==> src/itq_defines.vh <==
// constants for the interrupt translation command queue front end
`ifndef ITQ_DEFINES_VH
`define ITQ_DEFINES_VH
// register offsets (byte addresses, 64-bit registers read as two words)
`define ITQ_OFF_CTRL        12'h000
`define ITQ_OFF_XLATE       12'h040
`define ITQ_OFF_CBASE_LO    12'h080
`define ITQ_OFF_CBASE_HI    12'h084
`define ITQ_OFF_CWRITE      12'h088
`define ITQ_OFF_CREAD       12'h090
`define ITQ_OFF_VPE_SEL     12'h0a0
`define ITQ_OFF_VPE_LO      12'h0a4
`define ITQ_OFF_VPE_MID     12'h0a8
`define ITQ_OFF_VPE_HI      12'h0ac
// control fields
`define ITQ_CTRL_EN_BIT     0
// queue base fields (64-bit view)
`define ITQ_CB_VALID_BIT    63
`define ITQ_CB_CACHE_MSB    61
`define ITQ_CB_CACHE_LSB    59
`define ITQ_CB_SHARE_MSB    11
`define ITQ_CB_SHARE_LSB    10
`define ITQ_CB_SIZE_MSB     7
`define ITQ_CB_SIZE_LSB     0
`define ITQ_CB_ADDR_MSB     51
`define ITQ_CB_ADDR_LSB     16
// pointer fields: offsets in 32-byte entries
`define ITQ_PTR_MSB         19
`define ITQ_PTR_LSB         5
`define ITQ_STALL_BIT       0
`define ITQ_ENTRY_BYTES     32
`define ITQ_ENTRIES_PER_PG  15'h0080
`define ITQ_PAGE_SHIFT      7
// command layout and opcodes
`define ITQ_CMD_BEATS       4
`define ITQ_OP_INJECT       8'h03
`define ITQ_OP_SYNC         8'h05
`define ITQ_OP_VSYNC        8'h25
// virtual-PE table layout
`define ITQ_VPE_IDX_W       16
`define ITQ_VPE_DEPTH       16
`define ITQ_VPE_SEL_W       4
`define ITQ_RD_W            32
`define ITQ_VPT_W           52
`define ITQ_VRANGE_W        5
// fifo
`define ITQ_FIFO_DEPTH      16
`define ITQ_FIFO_AW         4
`endif

==> src/itq_top.v <==
// command queue fetch/execute engine, control registers, vpe table and fifo
`include "itq_defines.vh"

////////////////////////////////////////////////////////////////////////////////
// fifo between memory read data and the command decoder
module itq_fifo #(
	parameter WIDTH = 64,
	parameter DEPTH = 16,
	parameter AW    = 4
) (
	// clock and reset
	input  wire             clock_in,
	input  wire             rst_n_in,
	input  wire             flush_in,
	// fill side
	input  wire             in_valid_in,
	output wire             in_ready_out,
	input  wire [WIDTH-1:0] in_data_in,
	// drain side
	output wire             out_valid_out,
	input  wire             out_ready_in,
	output wire [WIDTH-1:0] out_data_out
);
	reg [WIDTH-1:0] mem_ff [0:DEPTH-1];
	reg [AW:0]      wr_ff;
	reg [AW:0]      rd_ff;
	wire            full  = (wr_ff[AW] != rd_ff[AW]) && (wr_ff[AW-1:0] == rd_ff[AW-1:0]);
	wire            empty = (wr_ff == rd_ff);
	wire            push  = in_valid_in && !full;
	wire            pop   = out_ready_in && !empty;
	assign in_ready_out  = !full;
	assign out_valid_out = !empty;
	assign out_data_out  = mem_ff[rd_ff[AW-1:0]];
	// storage has no reset; only pointers need a defined value
	always @(posedge clock_in) begin
		if (push)
			mem_ff[wr_ff[AW-1:0]] <= in_data_in;
	end
	// pointers, flush drops stale prefetch
	always @(posedge clock_in or negedge rst_n_in) begin
		if (!rst_n_in) begin
			wr_ff <= {(AW+1){1'b0}};
			rd_ff <= {(AW+1){1'b0}};
		end else if (flush_in) begin
			wr_ff <= {(AW+1){1'b0}};
			rd_ff <= {(AW+1){1'b0}};
		end else begin
			if (push)
				wr_ff <= wr_ff + {{AW{1'b0}}, 1'b1};
			if (pop)
				rd_ff <= rd_ff + {{AW{1'b0}}, 1'b1};
		end
	end
endmodule

////////////////////////////////////////////////////////////////////////////////
// Contract
// - vpe index selects table entry: target, base
// - entry holds valid, target, pending base, range
// - entry pending base drives redistributor schedule
// - one global enable bit in control
// - request port takes event number, requester pin
// - queue base: valid, attributes, address, pages
// - 32-byte entries, pointers step by 32
// - command words read little-endian
// - base 64KB aligned, low bits ignored
// - wrap at base plus pages times 4KB
// - all memory reads are non-secure
// - commands run in order, pointer then advances
// - read pointer wraps to offset zero
// - equal pointers mean empty queue
// - stall flag halts command processing
// - requests see state before or after command
// - after barrier, requests see earlier commands
// - inject command raises an interrupt
// - barrier waits redistributor observed before continuing
// - inject translates pair, sets pending at target
module itq_top (
	// clock and reset
	input  wire        clock_in,
	input  wire        rst_n_in,
	// register port
	input  wire        reg_wr_in,
	input  wire        reg_rd_in,
	input  wire [11:0] reg_addr_in,
	input  wire [31:0] reg_wdata_in,
	output reg  [31:0] reg_rdata_ff_out,
	// requester number accompanying a request port write
	input  wire [31:0] requester_number_in,
	// memory read request, little-endian 64-bit beats
	output reg         mem_req_ff_out,
	output reg  [51:0] mem_addr_ff_out,
	output reg         mem_nonsecure_ff_out,
	output reg  [2:0]  mem_cache_ff_out,
	output reg  [1:0]  mem_share_ff_out,
	input  wire        mem_gnt_in,
	input  wire        mem_rvalid_in,
	input  wire [63:0] mem_rdata_in,
	output wire        mem_rready_out,
	// translation request toward the redistributors
	output reg         xlate_valid_ff_out,
	output reg  [31:0] xlate_requester_ff_out,
	output reg  [31:0] xlate_event_ff_out,
	output reg         xlate_inject_ff_out,
	// barrier handshake toward the redistributors
	output reg         barrier_req_ff_out,
	output reg  [31:0] barrier_target_ff_out,
	input  wire        barrier_done_in,
	// virtual pe schedule lookup
	input  wire [15:0] virtual_pe_index_in,
	output reg         vpe_valid_ff_out,
	output reg  [31:0] redistributor_target_ff_out,
	output reg  [51:0] virtual_pending_base_reg_ff_out,
	output reg  [4:0]  vpe_range_ff_out
);
	localparam ST_IDLE = 3'd0, ST_REQ = 3'd1, ST_COLL = 3'd2, ST_EXEC = 3'd3, ST_SYNC = 3'd4;
	reg        translation_global_enable_ff;
	reg [63:0] command_queue_base_ff;
	reg [14:0] wr_ptr_ff;
	reg [14:0] rd_ptr_ff;
	reg        stall_ff;
	reg [2:0]  state_ff;
	reg [1:0]  beat_ff;
	reg [63:0] cmd_w0_ff;
	reg [63:0] cmd_w2_ff;
	reg [3:0]  vpe_sel_ff;
	// vpe table storage
	reg                     vt_valid [0:`ITQ_VPE_DEPTH-1];
	reg [`ITQ_RD_W-1:0]     vt_rd    [0:`ITQ_VPE_DEPTH-1];
	reg [`ITQ_VPT_W-1:0]    vt_vpt   [0:`ITQ_VPE_DEPTH-1];
	reg [`ITQ_VRANGE_W-1:0] vt_rng   [0:`ITQ_VPE_DEPTH-1];
	wire        f_valid;
	wire [63:0] f_data;
	wire        f_pop = (state_ff == ST_COLL) && f_valid;
	wire        q_valid = command_queue_base_ff[`ITQ_CB_VALID_BIT];
	wire [7:0]  pages = command_queue_base_ff[`ITQ_CB_SIZE_MSB:`ITQ_CB_SIZE_LSB];
	// number of entries in queue; page count field holds pages minus one
	wire [15:0] q_entries = {1'b0, pages, 7'h00} + {1'b0, `ITQ_ENTRIES_PER_PG};
	wire [15:0] rd_next = {1'b0, rd_ptr_ff} + 16'h0001;
	wire [14:0] rd_wrap = (rd_next >= q_entries) ? 15'h0000 : rd_next[14:0];
	wire        q_empty = (rd_ptr_ff == wr_ptr_ff);
	wire        run = translation_global_enable_ff && q_valid && !stall_ff;
	wire [51:0] base_addr = {command_queue_base_ff[`ITQ_CB_ADDR_MSB:`ITQ_CB_ADDR_LSB],
		16'h0000};
	wire [7:0]  opcode = cmd_w0_ff[7:0];
	wire        wr_hit = reg_wr_in;
	wire [3:0]  lu_idx = virtual_pe_index_in[`ITQ_VPE_SEL_W-1:0];
	wire        lu_in_range = (virtual_pe_index_in[15:`ITQ_VPE_SEL_W] == 12'h000);
	wire        opc_ok = (opcode == `ITQ_OP_INJECT) || (opcode == `ITQ_OP_SYNC) ||
		(opcode == `ITQ_OP_VSYNC) || (opcode == 8'h00);
	assign mem_rready_out = 1'b1;
	// command beat buffer; read data always accepted, fifo absorbs bursts
	itq_fifo #(.WIDTH(64), .DEPTH(`ITQ_FIFO_DEPTH), .AW(`ITQ_FIFO_AW)) u_fifo (
		.clock_in      (clock_in),
		.rst_n_in      (rst_n_in),
		.flush_in      (!run && state_ff == ST_IDLE),
		.in_valid_in   (mem_rvalid_in),
		.in_ready_out  (),
		.in_data_in    (mem_rdata_in),
		.out_valid_out (f_valid),
		.out_ready_in  (f_pop),
		.out_data_out  (f_data)
	);
	// control registers and command engine
	always @(posedge clock_in or negedge rst_n_in) begin
		if (!rst_n_in) begin
			translation_global_enable_ff <= 1'b0;
			command_queue_base_ff        <= 64'h0000000000000000;
			wr_ptr_ff                    <= 15'h0000;
			rd_ptr_ff                    <= 15'h0000;
			stall_ff                     <= 1'b0;
			state_ff                     <= ST_IDLE;
			beat_ff                      <= 2'd0;
			cmd_w0_ff                    <= 64'h0000000000000000;
			cmd_w2_ff                    <= 64'h0000000000000000;
			vpe_sel_ff                   <= 4'h0;
			mem_req_ff_out               <= 1'b0;
			mem_addr_ff_out              <= 52'h0000000000000;
			mem_nonsecure_ff_out         <= 1'b1;
			mem_cache_ff_out             <= 3'h0;
			mem_share_ff_out             <= 2'h0;
			xlate_valid_ff_out           <= 1'b0;
			xlate_requester_ff_out       <= 32'h00000000;
			xlate_event_ff_out           <= 32'h00000000;
			xlate_inject_ff_out          <= 1'b0;
			barrier_req_ff_out           <= 1'b0;
			barrier_target_ff_out        <= 32'h00000000;
		end else begin
			xlate_valid_ff_out <= 1'b0;
			// register writes; write pointer is software owned
			if (wr_hit) begin
				case (reg_addr_in)
					`ITQ_OFF_CTRL:
						translation_global_enable_ff <= reg_wdata_in[`ITQ_CTRL_EN_BIT];
					`ITQ_OFF_CBASE_LO: command_queue_base_ff[31:0] <= reg_wdata_in;
					`ITQ_OFF_CBASE_HI: command_queue_base_ff[63:32] <= reg_wdata_in;
					`ITQ_OFF_CWRITE:
						wr_ptr_ff <= reg_wdata_in[`ITQ_PTR_MSB:`ITQ_PTR_LSB];
					`ITQ_OFF_CREAD:
						if (!translation_global_enable_ff) begin
							rd_ptr_ff <= reg_wdata_in[`ITQ_PTR_MSB:`ITQ_PTR_LSB];
							stall_ff  <= 1'b0;
						end
					`ITQ_OFF_VPE_SEL: vpe_sel_ff <= reg_wdata_in[3:0];
					`ITQ_OFF_XLATE: begin
						// translation request from a requester, only when enabled
						xlate_valid_ff_out     <= translation_global_enable_ff;
						xlate_requester_ff_out <= requester_number_in;
						xlate_event_ff_out     <= reg_wdata_in;
						xlate_inject_ff_out    <= 1'b0;
					end
					default: ;
				endcase
			end
			// requests issue in any state; an inject command waits out any register write cycle, so each command is atomic
			case (state_ff)
				ST_IDLE: // beat count is back at zero: four beats wrap the 2-bit counter
					if (run && !q_empty && !xlate_valid_ff_out) begin
						mem_req_ff_out       <= 1'b1;
						mem_addr_ff_out      <= base_addr + {32'h00000000, rd_ptr_ff, 5'h00};
						mem_nonsecure_ff_out <= 1'b1;
						mem_cache_ff_out     <= command_queue_base_ff[`ITQ_CB_CACHE_MSB:`ITQ_CB_CACHE_LSB];
						mem_share_ff_out     <= command_queue_base_ff[`ITQ_CB_SHARE_MSB:`ITQ_CB_SHARE_LSB];
						state_ff             <= ST_REQ;
					end
				ST_REQ:
					if (mem_gnt_in) begin
						mem_req_ff_out <= 1'b0;
						state_ff       <= ST_COLL;
					end
				ST_COLL:
					if (f_valid) begin
						// little-endian beats: beat 0 holds bytes 0..7
						if (beat_ff == 2'd0)
							cmd_w0_ff <= f_data;
						if (beat_ff == 2'd2)
							cmd_w2_ff <= f_data;
						beat_ff <= beat_ff + 2'd1;
						if (beat_ff == 2'd3)
							state_ff <= ST_EXEC;
					end
				ST_EXEC:
					if (!opc_ok) begin
						// unknown command stalls the queue without advancing
						stall_ff <= 1'b1;
						state_ff <= ST_IDLE;
					end else if (opcode == `ITQ_OP_INJECT && !wr_hit) begin
						xlate_valid_ff_out     <= 1'b1;
						xlate_requester_ff_out <= cmd_w0_ff[63:32];
						xlate_event_ff_out     <= cmd_w2_ff[31:0];
						xlate_inject_ff_out    <= 1'b1;
						rd_ptr_ff              <= rd_wrap;
						state_ff               <= ST_IDLE;
					end else if (opcode == `ITQ_OP_SYNC || opcode == `ITQ_OP_VSYNC) begin
						barrier_req_ff_out    <= 1'b1;
						barrier_target_ff_out <= cmd_w2_ff[47:16];
						state_ff              <= ST_SYNC;
					end else if (opcode == 8'h00) begin
						rd_ptr_ff <= rd_wrap;
						state_ff  <= ST_IDLE;
					end
				ST_SYNC:
					if (barrier_done_in) begin
						barrier_req_ff_out <= 1'b0;
						rd_ptr_ff          <= rd_wrap;
						state_ff           <= ST_IDLE;
					end
				default:
					state_ff <= ST_IDLE;
			endcase
		end
	end
	// vpe table entries written through the window registers
	genvar gi;
	generate
		for (gi = 0; gi < `ITQ_VPE_DEPTH; gi = gi + 1) begin : g_vt
			always @(posedge clock_in or negedge rst_n_in) begin
				if (!rst_n_in) begin
					vt_valid[gi] <= 1'b0;
					vt_rd[gi]    <= 32'h00000000;
					vt_vpt[gi]   <= 52'h0000000000000;
					vt_rng[gi]   <= 5'h00;
				end else if (wr_hit && vpe_sel_ff == gi) begin
					if (reg_addr_in == `ITQ_OFF_VPE_LO)
						vt_rd[gi] <= reg_wdata_in;
					if (reg_addr_in == `ITQ_OFF_VPE_MID)
						vt_vpt[gi][31:0] <= reg_wdata_in;
					if (reg_addr_in == `ITQ_OFF_VPE_HI) begin
						vt_vpt[gi][51:32] <= reg_wdata_in[19:0];
						vt_rng[gi]        <= reg_wdata_in[28:24];
						vt_valid[gi]      <= reg_wdata_in[31];
					end
				end
			end
		end
	endgenerate
	// lookup by 16-bit index; out-of-range index reads invalid
	always @(posedge clock_in or negedge rst_n_in) begin
		if (!rst_n_in) begin
			vpe_valid_ff_out                <= 1'b0;
			redistributor_target_ff_out     <= 32'h00000000;
			virtual_pending_base_reg_ff_out <= 52'h0000000000000;
			vpe_range_ff_out                <= 5'h00;
		end else begin
			vpe_valid_ff_out                <= lu_in_range && vt_valid[lu_idx];
			redistributor_target_ff_out     <= vt_rd[lu_idx];
			virtual_pending_base_reg_ff_out <= vt_vpt[lu_idx];
			vpe_range_ff_out                <= vt_rng[lu_idx];
		end
	end
	// register read data, unmapped offsets read zero
	always @(posedge clock_in or negedge rst_n_in) begin
		if (!rst_n_in)
			reg_rdata_ff_out <= 32'h00000000;
		else if (reg_rd_in) begin
			case (reg_addr_in)
				`ITQ_OFF_CTRL:     reg_rdata_ff_out <= {31'h0, translation_global_enable_ff};
				`ITQ_OFF_CBASE_LO: reg_rdata_ff_out <= command_queue_base_ff[31:0];
				`ITQ_OFF_CBASE_HI: reg_rdata_ff_out <= command_queue_base_ff[63:32];
				`ITQ_OFF_CWRITE:   reg_rdata_ff_out <= {12'h000, wr_ptr_ff, 5'h00};
				`ITQ_OFF_CREAD:    reg_rdata_ff_out <= {12'h000, rd_ptr_ff, 4'h0, stall_ff};
				`ITQ_OFF_VPE_SEL:  reg_rdata_ff_out <= {28'h0000000, vpe_sel_ff};
				`ITQ_OFF_VPE_LO:   reg_rdata_ff_out <= vt_rd[vpe_sel_ff];
				`ITQ_OFF_VPE_MID:  reg_rdata_ff_out <= vt_vpt[vpe_sel_ff][31:0];
				`ITQ_OFF_VPE_HI:   reg_rdata_ff_out <= {vt_valid[vpe_sel_ff], 2'b00,
					vt_rng[vpe_sel_ff], 4'h0, vt_vpt[vpe_sel_ff][51:32]};
				default:           reg_rdata_ff_out <= 32'h00000000;
			endcase
		end
	end
endmodule

==> config.mk <==
export PLATFORM = sky130hd
export DESIGN_NAME = itq_top
export DESIGN_NICKNAME = d
export VERILOG_FILES = /design/src/itq_top.v
export VERILOG_INCLUDE_DIRS = /design/src
export SDC_FILE = /design/constraint.sdc
export NUM_CORES = 2
export LEC_CHECK = 0
export BUFFER_PORTS_ARGS = -buffer_cell sky130_fd_sc_hd__buf_4
export CAP_MARGIN = 20
export CORE_UTILIZATION = 32
export DETAILED_ROUTE_END_ITERATION = 12
export HOLD_SLACK_MARGIN = 0.1
export PLACE_DENSITY = 0.59
export RECOVER_POWER = 25
export SETUP_SLACK_MARGIN = 0.3
export SYNTH_ARGS = -nofsm -noshare
export SYNTH_HDL_FRONTEND = slang
export SYNTH_HIERARCHICAL = 1
export SYNTH_SLANG_ARGS = --single-unit
==> constraint.sdc <==
create_clock -name clock_in -period 15.4 [get_ports clock_in]
set_clock_uncertainty 0.05 [all_clocks]
set_input_delay 3.08 -clock clock_in [delete_from_list [all_inputs] [get_ports clock_in]]
set_output_delay 3.08 -clock clock_in [all_outputs]
set_load 0.1 [all_outputs]
-- Word-level counts from Yosys, hierarchy flattened
Memory sizes are Yosys's and may differ from the RTL's.
Index checks and enable logic that the tools add are counted.
- logic and storage cells: 361
- latch bits: 0
- bits in read-only memories: 0
- register bits: 1946
- output and inout bits: 281
- memories kept: 1
- memory bits (writable): 1024
- muxes and demuxes: 84
- $add $sub $neg: 6
- $lt $le $gt $ge: 3
- div/mod/pow operators: 0
- shifts and indexed selects: 0
- equal/unequal tests: 46
- multiply operators: 0
- reduce and logical (&&, ||, !) cells: 109
- bitwise operators: 4
- memory list (name ; words ; width ; read ports ; clocked after memory_dff ; wr ports ; line ; text):
    u_fifo.mem_ff ; 16 ; 64 ; 1 ; 0 ; 1 ; itq_top.v:24 ; reg [WIDTH-1:0] mem_ff [0:DEPTH-1];
- operators with widths (operator ; number):
    32-bit 2-to-1 mux ; 14
    52-bit binary-select mux with 4-bit select ; 2
    32-bit case mux with 9 select lines ; 1
    32-bit binary-select mux with 4-bit select ; 2
    52-bit 2-to-1 mux ; 4
    15-bit 2-to-1 mux ; 9
    2-bit AND reduction ; 55
    12-bit by 8-bit == test with 1-bit output, second input constant ; 8
    52-bit by 20-bit adder with 52-bit output ; 1
    5-bit binary-select mux with 4-bit select ; 2
    5-bit 2-to-1 mux ; 8
    4-bit == test, second input constant ; 8
    15-bit case mux with 2 select lines ; 1
    1-bit logical AND ; 27
    1-bit 2-to-1 mux ; 27
    3-bit 2-to-1 mux ; 9
    12-bit logical NOT ; 2
    15-bit by 1-bit adder with 16-bit output, second input constant ; 1
    15-bit by 8-bit adder with 16-bit output, second input constant ; 1
    4-bit by 3-bit == test with 1-bit output, second input constant ; 4
    16-bit >= comparator ; 1
    15-bit == test ; 1
    3-bit case mux with 5 select lines ; 1
    12-bit by 7-bit == test with 1-bit output, second input constant ; 1
    other kinds (33) ; 62

-- Depth between registers and ports, before layout
- word-level depth: 8
- depth in mapped cells: 15
- depth with buffers taken out: 14

-- By module
Netlist, hierarchy kept.
- modules (own cells, without submodules) (module ; times used ; area an instance (um2) ; cells an instance ; seq. area each (um2)):
    itq_top ; 1 ; 95017.4 ; 6190 ; 47720.8
    itq_fifo ; 1 ; 39270.2 ; 1514 ; 30999.7

-- Worst setup path before layout
Ideal clock, no wire load.
- path type: in2reg
- from: input mem_rvalid_in
- to: register u_fifo.wr_ff[4]
- arrival time: 6.886 ns
- slack: 8.384 ns
- path buffers: 0
- required time: 15.269 ns
- setup time: 0.081 ns
- cell stages on the path: 3
- path through: nand3_1 > a21oi_1 > mux2_2
- longest elaborated chain between the ends: 2
- RTL lines (item ; line ; text):
    start: declaration ; itq_top.v:97 ; input wire mem_rvalid_in,
    1-bit logical AND ; itq_top.v:29 ; wire push = in_valid_in && !full;
    2-bit nonzero test (no line) ; - ;
    end signal: assignment ; itq_top.v:42 ; wr_ff <= {(AW+1){1'b0}};
    end signal: assignment ; itq_top.v:45 ; wr_ff <= {(AW+1){1'b0}};
    end signal: assignment ; itq_top.v:49 ; wr_ff <= wr_ff + {{AW{1'b0}}, 1'b1};
    end: declaration ; itq_top.v:25 ; reg [AW:0] wr_ff;
No other way between the ends.
A chain may end at the register's enable or synchronous reset.

==> impl_results.md <==
* Detailed Route Iter0 Violations at 7912
* WL/cell at between 30 and 40 µm
* Vias in the first global route at between 70000 and 80000
* Fill cells at 38500
* RePlAce Congestion at ~0.81
* Synth Cell Area at ~0.13 mm²
* Pwr Density at between 100 and 150 mW/mm²
* Syn Area/Cell at around 17 µm²
* Ys flop type: dfrtp_1
* Reg2reg path depth at 5
* PostCTS Resize Cnt at 0
* Global Route Usage Sum at 0.201
* # clock sinks at ~2900
* Post-route setup slack at between 5 and 6 ns
* Die width at between 600 and 700 µm
* Status: finished, violations left
* Yosys top cell area share at 0.357
* Num ports at 444
* Clock power frac at 0.480
* DP Worst Slack at approximately 8.6 ns
* Reg2reg end: cmd_w2_ff[25]
* Critical path peak fanout at between 80 and 90
* P_int at around 13000 µW
* Layout cells sized above 1 at 0.465
* Final Net Count at 8122
* Die area at around 0.42 mm²
* Hold_sp: cmd_w2_ff[12]
* Sw Ratio at 0.223
* Number of port buffers at around 440
* Synthesis-to-finish area growth at 14.5%
* Post-layout min period at ~9.5 ns
* WL final at roughly 430000 µm
* CTS Hold Buffers Added at 0
* Max Transition Viols Final at between 400 and 500
* Initial Util at 0.322
* Skew-Pair Late Insertion Delay at slightly above 0.9 ns
* VDD IR max at between 0.07 and 0.08 mV
* Cell with the most instances after synthesis: dfrtp_1
* Reg2reg setup slack at ~8.5 ns
* Clk slew on worst S/H paths at roughly 0.06 ns
* CP max stage cell: clkbuf_1
* Sw power at 3690 µW
* Max clock buf depth at 4
* Root Buffer: clkbuf_16
* Final period util at 0.617
* Startpoint Class: input port
* FFs w/ async S/R, synth at 0.652
* Row count at 237
* Total gr overflow at 0
* CTS tree: built
* CP top delay family: buffers and inverters
* Vias per inst at ~5.6
* Post-DRT Antenna Nets at 0
* Hold Path Sink: xlate_event_ff_out[12]
* Mapped Cells at ~7700
* Comb pwr share at 0.028
* Failing checks: max-capacitance violations, max-slew violations
* CP Capture Type: async pin
* Most Frequent Cell on Critical Path: clkbuf_1
* Initial antenna violation count at 84
* Max-cap viol count at 9
* Setup Crit Path Kind: in -> async
* Yosys top cell by area: dfrtp_1
* HP Class: reg -> reg
* CTS HTree Levels at 5
* Die Ht at between 600 and 700 µm
* Post-CTS Setup Bufs at 0
* Buffer and inverter count on the worst path at 2
* CORE AREA at around 0.42 mm²
* Dpl hpwl at around 260000 µm
* DR vias at approximately 77000
* Synthesis-stage register bit count at 2941
* Final cell count without fillers at between 10000 and 15000
* Endpoints failing setup at 0
* Synth area leaders: dfrtp_1, edfxtp_1, mux4_2
* Critical path arrival at about 9.8 ns
* CP max stage delay at 3.88 ns
* Global-route wire length before repair at slightly above 600000 µm
* # DRC at 0
* Dpl cells at around 13000
* Relative slew slack at -2.92
* Sequential power share at 0.491
* Fin. Hold Viols at 0
* Fin util at 0.368
* Maximum number of pins on one net before global-route repair at roughly 170
* Leakage at about 0.064 µW
* Total CTS buffers at between 300 and 400
* Req. time, crit path at 15.67 ns
* Crit-path cells: clkbuf_1 > clkbuf_1
* Reg2reg start: u_fifo/rd_ff[0]
* Seq/Total Area, Yosys at 0.586
* Ys Warns at 6
* Worst slew pin tran at approximately 6 ns
* Synth cell count leaders: dfrtp_1, mux2_2, mux4_2
* WHS at between 0.4 and 0.5 ns
* Post-synth EDFFs at approximately 1000
* RSZ-0062 raised after global routing: false
* Hold path cells at 2
* Setup TNS at 0 ns
* Achievable frequency at between 100 and 150 MHz
* Unique masters post-synth at 85
* Detailed Routing Iterations Pass 1 at 8
==> stage by stage <==
| step | instance area, µm² | power, µW |
|---|---|---|
| finish | 154000 | 16500 |
| detailed placement | 143000 | 8760 |
| global placement | 143000 | 8750 |
| CTS | 154000 | 16700 |
| global route | 154000 | 17000 |
| floorplan | 134000 | 8480 |
==> per-layer routing <==
metal,share of wire,vias to the layer above,global-route usage
li1,-,30900,-
met4,0.037,58,0.0688
met1,0.40,42300,0.264
met3,0.069,803,0.0392
met5,0.00085,-,0
met2,0.49,3018,0.335
==> area by class of cell <==
type,instances,area (µm²),share of cell area
Multi-Input combinational cell,4044,52600,0.342
Antenna cell,18,45.0,0.000293
Clock buffer,480,9520,0.0619
Tap cell,5497,6880,0.0447
Clock inverter,114,1360,0.00885
Inverter,21,78.8,0.000513
Sequential cell,2941,78700,0.512
Timing Repair Buffer,598,4510,0.0293
==> how the worst max path moves through the flow <==
stage                                start                              to  slack, ns  depth (start not counted)
finish                            rst_n_in                     vt_vpt[203]       5.90                          2
global route                      rst_n_in                     vt_vpt[463]       4.71                          2
CTS                 virtual_pe_index_in[0]  redistributor_target_ff_out[3]       9.54                          5
detailed placement  virtual_pe_index_in[0]  redistributor_target_ff_out[3]       8.57                          5
global placement            reg_addr_in[9]                      vt_rng[45]       8.57                          6
floorplan                    mem_rvalid_in                 u_fifo/wr_ff[4]       8.38                          3
==> kinds of logic (layout without fill, tap and decap cells) <==
group | after synthesis | in the layout | share of synthesized area
simple gates | 550 | 550 | 0.0202
other cells | 2 | 25 | 0.0000559
mux | 2912 | 2912 | 0.338
buf+inv | 724 | 1213 | 0.0241
compound gates | 480 | 480 | 0.0243
xor+xnor | 71 | 71 | 0.00463
fa+ha+maj | 24 | 24 | 0.00229
flops | 2941 | 2941 | 0.586
==> worst min-delay path, delay by kind of cell (launching register included) <==
kind	cells	cell delay, ns
flip-flops	1	0.36
AO/OA/AOI/OAI	1	0.06
AND/OR/NAND/NOR	1	0.05
==> power by group through the flow <==
stage               sequential (µW)  combinational (µW)  clock (µW)
global route                   8120                 512        8410
global placement               8270                 473           0
detailed placement             8270                 488           0
finish                         8120                 470        7940
floorplan                      8280                 196           0
CTS                            8120                 489        8110
==> state kept, by name, indices dropped and copies added (netlist names), 4 cells and up <==
signal / cells
barrier_target_ff_out: 32
cmd_w0_ff: 40
cmd_w2_ff: 48
command_queue_base_ff: 64
mem_addr_ff_out: 47
rd_ptr_ff: 15
redistributor_target_ff_out: 32
reg_rdata_ff_out: 32
u_fifo/mem_ff: 1024
u_fifo/rd_ff: 5
u_fifo/wr_ff: 5
virtual_pending_base_reg_ff_out: 52
vpe_range_ff_out: 5
vpe_sel_ff: 4
vt_rd: 512
vt_rng: 80
vt_valid: 16
vt_vpt: 832
wr_ptr_ff: 15
xlate_event_ff_out: 32
xlate_requester_ff_out: 32
==> cell usage in the layout (no fill, tap or decap), types with 19 or more instances in the layout <==
cell type	netlist	routed
dfrtp_1	1917	1911
mux2_2	1554	1554
mux4_2	1124	1124
edfxtp_1	1024	1024
buf_4	19	498
clkbuf_16	0	337
nand2_1	251	220
clkbuf_1	380	162
a22oi_1	151	151
mux2_1	119	119
mux2i_1	101	101
o21ai_0	98	98
a21oi_1	65	65
clkbuf_8	0	56
nor2_1	60	55
clkinv_2	0	53
nand2_2	17	47
nand3_1	44	43
xnor2_1	40	40
xor2_1	31	31
o21ai_1	31	31
ha_1	23	23
nor3_1	23	22
nor2b_1	24	22
inv_1	20	20
nand4_1	20	20
a22o_1	19	19
buf_12	1	19
No activity file was read; power rests on OpenSTA's default activity.
